--- config.mk ---
export PLATFORM = sky130hd
export DESIGN_NAME = ext_irq_ctrl_bank
export DESIGN_NICKNAME = d
export VERILOG_FILES = /design/src/ext_irq_pkg.sv /design/src/ext_irq_ctrl_bank.sv
export VERILOG_INCLUDE_DIRS = /design/src
export SDC_FILE = /design/constraint.sdc
export NUM_CORES = 1
export LEC_CHECK = 0
export BUFFER_PORTS_ARGS = -buffer_cell sky130_fd_sc_hd__buf_2
export CAP_MARGIN = 20
export CORE_MARGIN = 2
export CORE_UTILIZATION = 50
export DETAILED_ROUTE_END_ITERATION = 16
export GPL_TIMING_DRIVEN = 0
export PLACE_DENSITY_LB_ADDON = 0.3
export SYNTH_ARGS = -nofsm -noshare
export SYNTH_HDL_FRONTEND = slang
export SYNTH_SLANG_ARGS = --single-unit
--- constraint.sdc ---
create_clock -name clock -period 2.55 [get_ports clock]
set_input_delay 0.6375 -clock clock [delete_from_list [all_inputs] [get_ports clock]]
set_output_delay 0.6375 -clock clock [all_outputs]
set_load 0.01 [all_outputs]
--- src/ext_irq_cfg.svh ---
// offsets, field positions, reset values for the external irq register slice
`ifndef EXT_IRQ_CFG_SVH
`define EXT_IRQ_CFG_SVH
`define EIC_OFF_CTRL 8'h00
`define EIC_OFF_PERIPH_A 8'h04
`define EIC_OFF_PERIPH_B 8'h08
`define EIC_OFF_PERIPH_C 8'h0C
`define EIC_OFF_STATUS 8'h10
`define EIC_OFF_MASK 8'h14
`define EIC_BIT_EXT2_PRIO 7
`define EIC_BIT_EXT1_PRIO 6
`define EIC_BIT_EXT2_EN 4
`define EIC_BIT_EXT1_EN 3
`define EIC_BIT_EXT2_PEND 1
`define EIC_BIT_EXT1_PEND 0
`define EIC_CTRL_RESET 8'hC0
`define EIC_CTRL_WMASK 8'hDB
`define EIC_RESP_OKAY 2'h0
`define EIC_RESP_SLVERR 2'h2
`endif

--- src/ext_irq_pkg.sv ---
// types for the external irq register slice
`default_nettype none
package ext_irq_pkg;
   typedef struct packed {
      logic ext2;
      logic ext1;
   } ext_pair_t;
   typedef struct packed {
      logic high;
      logic low;
   } prio_req_t;
endpackage
`default_nettype wire

--- src/ext_irq_ctrl_bank.sv ---
// external interrupt priority/enable/flag register bank with axi4-lite slave
//=============================================================
// Summary of operation
// Control register holds enable bits for both external inputs, reset 0.
// Disabled input raises no request, but its pending flag still records; its status bit still raises irq when its mask bit is set.
// Each input has pending flag set by event, cleared only by writing 0.
// Control bits 5 and 2 ignore writes and read as 0.
// All flags set on their condition regardless of any enable.
// Software should clear a flag before enabling its interrupt.
// Software should clear peripheral flags before enabling and after service.
// Three eight-bit peripheral request flag registers, one bit per source.
// Top two control bits pick priority per input, 1 high, reset 1.
//
// Decided for this implementation: the address map and register access over AXI4-Lite.
`timescale 1ns/10ps
`default_nettype none
`include "ext_irq_cfg.svh"
module ext_irq_ctrl_bank #(
   parameter int PERIPH_W = 8
) (
   // clock and reset
   input wire logic clock,
   input wire logic nrst,
   // external interrupt pins, asynchronous
   input wire ext_irq_pkg::ext_pair_t ext_pin,
   // peripheral event pulses, core clock domain
   input wire logic [PERIPH_W-1:0] periph_event_a,
   input wire logic [PERIPH_W-1:0] periph_event_b,
   input wire logic [PERIPH_W-1:0] periph_event_c,
   // priority request outputs
   output ext_irq_pkg::prio_req_t ext_req,
   // summary interrupt
   output logic irq,
   // axi4-lite slave
   input wire logic [7:0] s_awaddr,
   input wire logic s_awvalid,
   output logic s_awready,
   input wire logic [31:0] s_wdata,
   input wire logic [3:0] s_wstrb,
   input wire logic s_wvalid,
   output logic s_wready,
   output logic [1:0] s_bresp,
   output logic s_bvalid,
   input wire logic s_bready,
   input wire logic [7:0] s_araddr,
   input wire logic s_arvalid,
   output logic s_arready,
   output logic [31:0] s_rdata,
   output logic [1:0] s_rresp,
   output logic s_rvalid,
   input wire logic s_rready
);
   import ext_irq_pkg::*;

   // elaboration guard: bus lane 0 and the register bytes are fixed at eight bits
   if (PERIPH_W != 8) begin : bad_width
      $error("peripheral flag registers are eight bits");
   end

   //=============================================================
   // pin synchronisers and rising-edge detection
   // the third flop only remembers the last synced level for the edge detector
   ext_pair_t sync1_reg, sync2_reg, sync3_reg;
   ext_pair_t ext_event;
   always_ff @(posedge clock or negedge nrst) begin
      if (!nrst) begin
         sync1_reg <= '0;
         sync2_reg <= '0;
         sync3_reg <= '0;
      end else begin
         sync1_reg <= ext_pin;
         sync2_reg <= sync1_reg;
         sync3_reg <= sync2_reg;
      end
   end
   // edge polarity lives elsewhere; rising edge assumed here
   assign ext_event = sync2_reg & ~sync3_reg;

   //=============================================================
   // axi4-lite write channel
   logic aw_held_reg, w_held_reg;
   logic [7:0] awaddr_reg;
   logic [31:0] wdata_reg;
   logic [3:0] wstrb_reg;
   logic wr_go;
   // aw and w are held apart, so they may arrive in either order
   assign s_awready = !aw_held_reg && !s_bvalid;
   assign s_wready = !w_held_reg && !s_bvalid;
   assign wr_go = aw_held_reg && w_held_reg && !s_bvalid;
   always_ff @(posedge clock or negedge nrst) begin
      if (!nrst) begin
         aw_held_reg <= 1'b0;
         w_held_reg <= 1'b0;
         awaddr_reg <= 8'h00;
         wdata_reg <= 32'h0000_0000;
         wstrb_reg <= 4'h0;
         s_bvalid <= 1'b0;
         s_bresp <= `EIC_RESP_OKAY;
      end else begin
         if (s_awvalid && s_awready) begin
            aw_held_reg <= 1'b1;
            awaddr_reg <= s_awaddr;
         end
         if (s_wvalid && s_wready) begin
            w_held_reg <= 1'b1;
            wdata_reg <= s_wdata;
            wstrb_reg <= s_wstrb;
         end
         if (wr_go) begin
            aw_held_reg <= 1'b0;
            w_held_reg <= 1'b0;
            s_bvalid <= 1'b1;
            s_bresp <= addr_ok(awaddr_reg) ? `EIC_RESP_OKAY : `EIC_RESP_SLVERR;
         end else if (s_bvalid && s_bready) begin
            s_bvalid <= 1'b0;
         end
      end
   end

   function automatic logic addr_ok(input logic [7:0] a);
      case (a)
         `EIC_OFF_CTRL, `EIC_OFF_PERIPH_A, `EIC_OFF_PERIPH_B,
         `EIC_OFF_PERIPH_C, `EIC_OFF_STATUS, `EIC_OFF_MASK: addr_ok = 1'b1;
         default: addr_ok = 1'b0;
      endcase
   endfunction

   // only byte lane 0 carries register data
   logic wr_lane0;
   assign wr_lane0 = wr_go && wstrb_reg[0];
   logic [7:0] wbyte;
   assign wbyte = wdata_reg[7:0];

   //=============================================================
   // control register: priority, enable, pending
   // a one written to a pending bit sets it, which lets software test the path
   logic [7:0] ctrl_reg;
   logic wr_ctrl;
   assign wr_ctrl = wr_lane0 && (awaddr_reg == `EIC_OFF_CTRL);
   always_ff @(posedge clock or negedge nrst) begin
      if (!nrst) begin
         ctrl_reg <= `EIC_CTRL_RESET;
      end else begin
         if (wr_ctrl) begin
            // unimplemented bits masked off
            ctrl_reg <= wbyte & `EIC_CTRL_WMASK;
         end
         // set wins over software clear, enable not consulted
         if (ext_event.ext2) ctrl_reg[`EIC_BIT_EXT2_PEND] <= 1'b1;
         if (ext_event.ext1) ctrl_reg[`EIC_BIT_EXT1_PEND] <= 1'b1;
      end
   end

   //=============================================================
   // peripheral request flag registers, one generate per bank
   logic [PERIPH_W-1:0] pflag_reg [3];
   logic [PERIPH_W-1:0] pevent [3];
   logic [7:0] poff [3];
   assign pevent[0] = periph_event_a;
   assign pevent[1] = periph_event_b;
   assign pevent[2] = periph_event_c;
   assign poff[0] = `EIC_OFF_PERIPH_A;
   assign poff[1] = `EIC_OFF_PERIPH_B;
   assign poff[2] = `EIC_OFF_PERIPH_C;
   genvar g;
   generate
      for (g = 0; g < 3; g++) begin : pbank
         always_ff @(posedge clock or negedge nrst) begin
            if (!nrst) begin
               pflag_reg[g] <= '0;
            end else begin
               // software writes, events set on top so none is lost
               pflag_reg[g] <= ((wr_lane0 && awaddr_reg == poff[g]) ? wbyte : pflag_reg[g])
                               | pevent[g];
            end
         end
      end
   endgenerate

   //=============================================================
   // sticky event status and mask: bit0 ext1, bit1 ext2, bits 4..2 any peripheral bank
   // a whole bank shares one status bit, so the summary needs no per-source mask
   logic [4:0] stat_reg, mask_reg;
   logic [4:0] stat_set;
   assign stat_set = {|pevent[2], |pevent[1], |pevent[0], ext_event.ext2, ext_event.ext1};
   always_ff @(posedge clock or negedge nrst) begin
      if (!nrst) begin
         stat_reg <= 5'h00;
         mask_reg <= 5'h00;
      end else begin
         // write one to clear, a fresh event wins
         if (wr_lane0 && awaddr_reg == `EIC_OFF_STATUS) begin
            stat_reg <= (stat_reg & ~wbyte[4:0]) | stat_set;
         end else begin
            stat_reg <= stat_reg | stat_set;
         end
         if (wr_lane0 && awaddr_reg == `EIC_OFF_MASK) mask_reg <= wbyte[4:0];
      end
   end
   assign irq = |(stat_reg & mask_reg);

   //=============================================================
   // priority steering of the enabled pending requests
   // registered so a request never glitches while software rewrites the register
   logic req2, req1;
   assign req2 = ctrl_reg[`EIC_BIT_EXT2_PEND] & ctrl_reg[`EIC_BIT_EXT2_EN];
   assign req1 = ctrl_reg[`EIC_BIT_EXT1_PEND] & ctrl_reg[`EIC_BIT_EXT1_EN];
   always_ff @(posedge clock or negedge nrst) begin
      if (!nrst) begin
         ext_req <= '0;
      end else begin
         ext_req.high <= (req2 & ctrl_reg[`EIC_BIT_EXT2_PRIO])
                       | (req1 & ctrl_reg[`EIC_BIT_EXT1_PRIO]);
         ext_req.low <= (req2 & ~ctrl_reg[`EIC_BIT_EXT2_PRIO])
                      | (req1 & ~ctrl_reg[`EIC_BIT_EXT1_PRIO]);
      end
   end

   //=============================================================
   // axi4-lite read channel, one cycle after address accept
   // arready drops while rvalid stands, so rdata cannot change before it is taken
   assign s_arready = !s_rvalid;
   always_ff @(posedge clock or negedge nrst) begin
      if (!nrst) begin
         s_rvalid <= 1'b0;
         s_rdata <= 32'h0000_0000;
         s_rresp <= `EIC_RESP_OKAY;
      end else if (s_arvalid && s_arready) begin
         s_rvalid <= 1'b1;
         s_rresp <= addr_ok(s_araddr) ? `EIC_RESP_OKAY : `EIC_RESP_SLVERR;
         case (s_araddr)
            `EIC_OFF_CTRL: s_rdata <= {24'h000000, ctrl_reg};
            `EIC_OFF_PERIPH_A: s_rdata <= {24'h000000, pflag_reg[0]};
            `EIC_OFF_PERIPH_B: s_rdata <= {24'h000000, pflag_reg[1]};
            `EIC_OFF_PERIPH_C: s_rdata <= {24'h000000, pflag_reg[2]};
            `EIC_OFF_STATUS: s_rdata <= {27'h0000000, stat_reg};
            `EIC_OFF_MASK: s_rdata <= {27'h0000000, mask_reg};
            default: s_rdata <= 32'h0000_0000;
         endcase
      end else if (s_rvalid && s_rready) begin
         s_rvalid <= 1'b0;
      end
   end

   //=============================================================
   // checks
   // control register: unimplemented bits, pending set and hold, writes
   unused_zero_a: assert property (@(posedge clock) disable iff (!nrst)
      ctrl_reg[5] == 1'b0 && ctrl_reg[2] == 1'b0) else $error("unimplemented bit set");
   pend_set_a: assert property (@(posedge clock) disable iff (!nrst)
      ext_event.ext1 |=> ctrl_reg[`EIC_BIT_EXT1_PEND]) else $error("ext1 pending missed");
   pend2_set_a: assert property (@(posedge clock) disable iff (!nrst)
      ext_event.ext2 |=> ctrl_reg[`EIC_BIT_EXT2_PEND]) else $error("ext2 pending missed");
   pend_hold_a: assert property (@(posedge clock) disable iff (!nrst)
      ctrl_reg[`EIC_BIT_EXT1_PEND] && !wr_ctrl |=> ctrl_reg[`EIC_BIT_EXT1_PEND])
      else $error("pending dropped");
   pend2_hold_a: assert property (@(posedge clock) disable iff (!nrst)
      ctrl_reg[`EIC_BIT_EXT2_PEND] && !wr_ctrl |=> ctrl_reg[`EIC_BIT_EXT2_PEND])
      else $error("ext2 pending dropped");
   enable_write_a: assert property (@(posedge clock) disable iff (!nrst)
      wr_ctrl |=> ctrl_reg[`EIC_BIT_EXT1_EN] == $past(wbyte[`EIC_BIT_EXT1_EN]))
      else $error("enable not written");
   enable2_write_a: assert property (@(posedge clock) disable iff (!nrst)
      wr_ctrl |=> ctrl_reg[`EIC_BIT_EXT2_EN] == $past(wbyte[`EIC_BIT_EXT2_EN]))
      else $error("ext2 enable not written");
   prio_write_a: assert property (@(posedge clock) disable iff (!nrst)
      wr_ctrl |=> ctrl_reg[`EIC_BIT_EXT2_PRIO] == $past(wbyte[`EIC_BIT_EXT2_PRIO]))
      else $error("ext2 priority not written");
   prio1_write_a: assert property (@(posedge clock) disable iff (!nrst)
      wr_ctrl |=> ctrl_reg[`EIC_BIT_EXT1_PRIO] == $past(wbyte[`EIC_BIT_EXT1_PRIO]))
      else $error("ext1 priority not written");
   // request steering by enable and priority
   disabled_quiet_a: assert property (@(posedge clock) disable iff (!nrst)
      !ctrl_reg[`EIC_BIT_EXT1_EN] && !ctrl_reg[`EIC_BIT_EXT2_EN]
      |=> ext_req == '0) else $error("request while disabled");
   high_prio_a: assert property (@(posedge clock) disable iff (!nrst)
      req1 && ctrl_reg[`EIC_BIT_EXT1_PRIO] |=> ext_req.high) else $error("high prio lost");
   low_prio_a: assert property (@(posedge clock) disable iff (!nrst)
      req2 && !ctrl_reg[`EIC_BIT_EXT2_PRIO] |=> ext_req.low) else $error("low prio lost");
   ext1_low_a: assert property (@(posedge clock) disable iff (!nrst)
      req1 && !ctrl_reg[`EIC_BIT_EXT1_PRIO] |=> ext_req.low) else $error("ext1 low lost");
   ext2_high_a: assert property (@(posedge clock) disable iff (!nrst)
      req2 && ctrl_reg[`EIC_BIT_EXT2_PRIO] |=> ext_req.high) else $error("ext2 high lost");
   // peripheral banks and sticky status
   periph_set_a: assert property (@(posedge clock) disable iff (!nrst)
      periph_event_a[0] |=> pflag_reg[0][0]) else $error("peripheral flag missed");
   periph_b_set_a: assert property (@(posedge clock) disable iff (!nrst)
      pevent[1] != '0 |=> (pflag_reg[1] & $past(pevent[1])) == $past(pevent[1]))
      else $error("bank b flag missed");
   periph_c_set_a: assert property (@(posedge clock) disable iff (!nrst)
      pevent[2] != '0 |=> (pflag_reg[2] & $past(pevent[2])) == $past(pevent[2]))
      else $error("bank c flag missed");
   periph_keep_a: assert property (@(posedge clock) disable iff (!nrst)
      !(wr_lane0 && awaddr_reg == `EIC_OFF_PERIPH_A)
      |=> (pflag_reg[0] & $past(pflag_reg[0])) == $past(pflag_reg[0]))
      else $error("bank a flag lost");
   stat_set_a: assert property (@(posedge clock) disable iff (!nrst)
      stat_set != 5'h00 |=> (stat_reg & $past(stat_set)) == $past(stat_set))
      else $error("status event missed");
   // coverage of the main scenarios
   ext_irq_cov: cover property (@(posedge clock) disable iff (!nrst) ext_req.high);
   low_irq_cov: cover property (@(posedge clock) disable iff (!nrst) ext_req.low);
   wr_rd_cov: cover property (@(posedge clock) disable iff (!nrst) wr_go ##[1:8] s_rvalid);
   irq_cov: cover property (@(posedge clock) disable iff (!nrst) irq);
   slverr_cov: cover property (@(posedge clock) disable iff (!nrst)
      s_bvalid && s_bresp == `EIC_RESP_SLVERR);
endmodule
`default_nettype wire

==> metrics.txt <==
Final Skew between 10 and 15 ps; via count 3,103; Root Buffer clkbuf_8; # IOs around 130; R2R Setup Slk between 500 and 600 ps; Tightest Pin Transition ~560 ps; Yosys cell types 48; cell count along the critical path 3; crit path capture irq; Syn-to-layout area delta 21.4%; number of synthesized flops with an enable pin 0; Vert. Die Dim ~90 um; syn avg cell area between 10 and 15 um^2; clk_lat worst skew approximately 350 ps; FF-to-FF End pflag_reg[0]; WHS 111 ps; Die X-Extent 91.6 um; crit path max fanout 3; CTS tree yes; Pwr per Cell Area slightly below 800 nW/um^2; number of port buffers 73; max reg flops 24; post-route ant nets 0; hpwl dp 6960 um; Mapped Area around 3800 um^2; Starting Density 0.523; final core occ 0.635; worst hold-check path type in2async; total gr overflow 0; Yosys reg bits just under 80; Ys Warns 0; unrepaired setup endpoints after global routing false; Leak about 2.1 nW; Primary FF master, synth dfrtp_1; routability cong. 0.859; NetSw around 1.3 mW; # setup viols final 0; element type at the critical path end output port; FF-to-FF Start awaddr_reg[5]; final hold violation count 0; initial antenna violation count 0; CP Cell Sequence a222oi_1 > nand2_1 > buf_2; # diodes 0; Post-route DRC 0; crit path from stat_reg[3]; synthesized netlist cell count 350; sequential fraction of the synthesis area 0.516; fmax 0.493 GHz; Worst path slowest cell dfrtp_1; CP Class reg2out; CP required ~1900 ps; post-layout total power around 3.6 mW; core area ~7300 um^2; Total Routing Usage GR 0.231; Comb power frac 0.254; TNS Setup 0 ps; Post-CTS Hold Buffers 0; Slew HR 0.621; CP bufs+invs 1; Period minus WS final between 2000 and 2500 ps; Final Net Count between 500 and 600; Setup WS pre-CTS about 620 ps; routed length per instance around 17 um; depth of the CTS H-tree 3; sequential power share 0.484; cell family with most CP delay flip-flops; DRT Pass-1 Iters 5; setup ws final between 500 and 600 ps; Iter 0 DRT Violations between 150 and 200; Setup Buffers After CTS 0; CTS Sinks between 70 and 80; row count 31; clock power share 0.263; Worst Setup Start Kind flip-flop; Synth async-reset ratio 1.00; Final Cycle Share 0.795; vias per std cell about 5.5; share of cells above drive strength 1 0.340; max incr delay on CP approximately 430 ps; Sw Share 0.349; Arr. time, crit path approximately 1400 ps; Num CTS Buffers 9; largest net degree at the start of global routing 70; Pint ~2.4 mW; DRT Wirelength approximately 9400 um; die area 8390 um^2; number of global-route vias before repair between 2,000 and 3,000; R2R depth 5; Clock Tree Buf Depth 2; first-pass GRT wire length 15,000 um; Peak VDD IR 503 uV; maxcap violations 0; clk slew on worst S/H paths about 80 ps; max-slew violation count 0; status complete, no violations; CTS-repair resized insts 0
## power groups by stage
stage / logic (mW) / clock network [mW] / registers (mW)
final: 0.923 / 0.956 / 1.76
after global routing: 1.02 / 1.02 / 1.79
after CTS: 0.926 / 0.972 / 1.75
after detailed placement: 0.922 / 0 / 1.78
after global placement: 0.885 / 0 / 1.77
after floorplan: 0.648 / 0 / 1.68
## placed cells by master, fill, tap and decap left out, drive strengths merged, types with 2 or more instances in the layout
cell type  instances
mux2i             10
dfrtp             77
o41ai              8
a41oi             16
nor3b              2
nand2             42
a211oi             6
conb              26
nor4               7
nor2              14
and3               8
buf              108
nand4              3
mux4               2
inv                9
clkbuf            22
clkinv             3
a211o              8
o211ai             2
o21ai             24
a22oi              2
a21oi              7
nor3               4
o31ai              3
mux2              26
dfstp              2
nand3              7
## synth_stat cells (all sizes together), types with 4 or more instances
cell | count | area, um^2
o41ai | 8 | 70.1
nand3 | 7 | 35.0
nand2 | 42 | 160
a41oi | 16 | 140
mux2i | 10 | 100
buf | 34 | 255
and3 | 8 | 50.1
a211o | 8 | 70.1
nor4 | 7 | 58.8
clkbuf | 12 | 45.0
nor3 | 4 | 36.3
dfrtp | 77 | 1930
o21ai | 24 | 120
a21oi | 7 | 35.0
a211oi | 6 | 45.0
nor2 | 14 | 52.6
inv | 8 | 30.0
mux2 | 26 | 293
## worst min path at each step
| stage | start | to | slack, ps | cells after the start |
|---|---|---|---|---|
| 6_report | nrst | s_rdata[6] | 110 | 1 |
| 5_1_grt | nrst | s_rdata[6] | 100 | 1 |
| 4_1_cts | nrst | s_rdata[6] | 100 | 1 |
| 3_5_place_dp | sync1_reg[1] | sync2_reg[1] | 340 | 0 |
| 3_3_place_gp | sync1_reg[1] | sync2_reg[1] | 330 | 0 |
| 2_1_floorplan | sync1_reg[0] | sync2_reg[0] | 330 | 0 |
## kinds of logic (layout without fill, tap and decap cells)
family          Yosys count  after routing  share of synthesized area
simple gates             94             94                      0.126
compound gates           84             84                      0.156
flops                    79             79                      0.516
buf+inv                  54            144                     0.0861
mux                      38             38                      0.114
other cells               1             26                   0.000978
## per-stage QoR
stage	cell area [um^2]	std cells
6_report	4650	564
5_1_grt	4650	564
4_1_cts	4650	564
3_5_place_dp	4450	548
3_3_place_gp	4420	547
2_1_floorplan	3930	375
## routing by layer
layer | vias to the layer above | GRT usage | part of all wire
met5 | - | 0 | 0
li1 | 1464 | - | -
met4 | 0 | 0.0846 | 0.012
met1 | 1515 | 0.315 | 0.45
met2 | 113 | 0.365 | 0.48
met3 | 11 | 0.0490 | 0.062
## cell type report
class / count / area, um^2
buffer: 46 / 300
clock buffer: 10 / 138
clock inverter: 6 / 68.8
fill: 637 / 2680
inverter: 8 / 30.0
multi-input combinational: 242 / 1620
sequential: 79 / 1980
tap: 99 / 124
timing repair buffer: 74 / 395
Power figures use the tool's default switching activity.
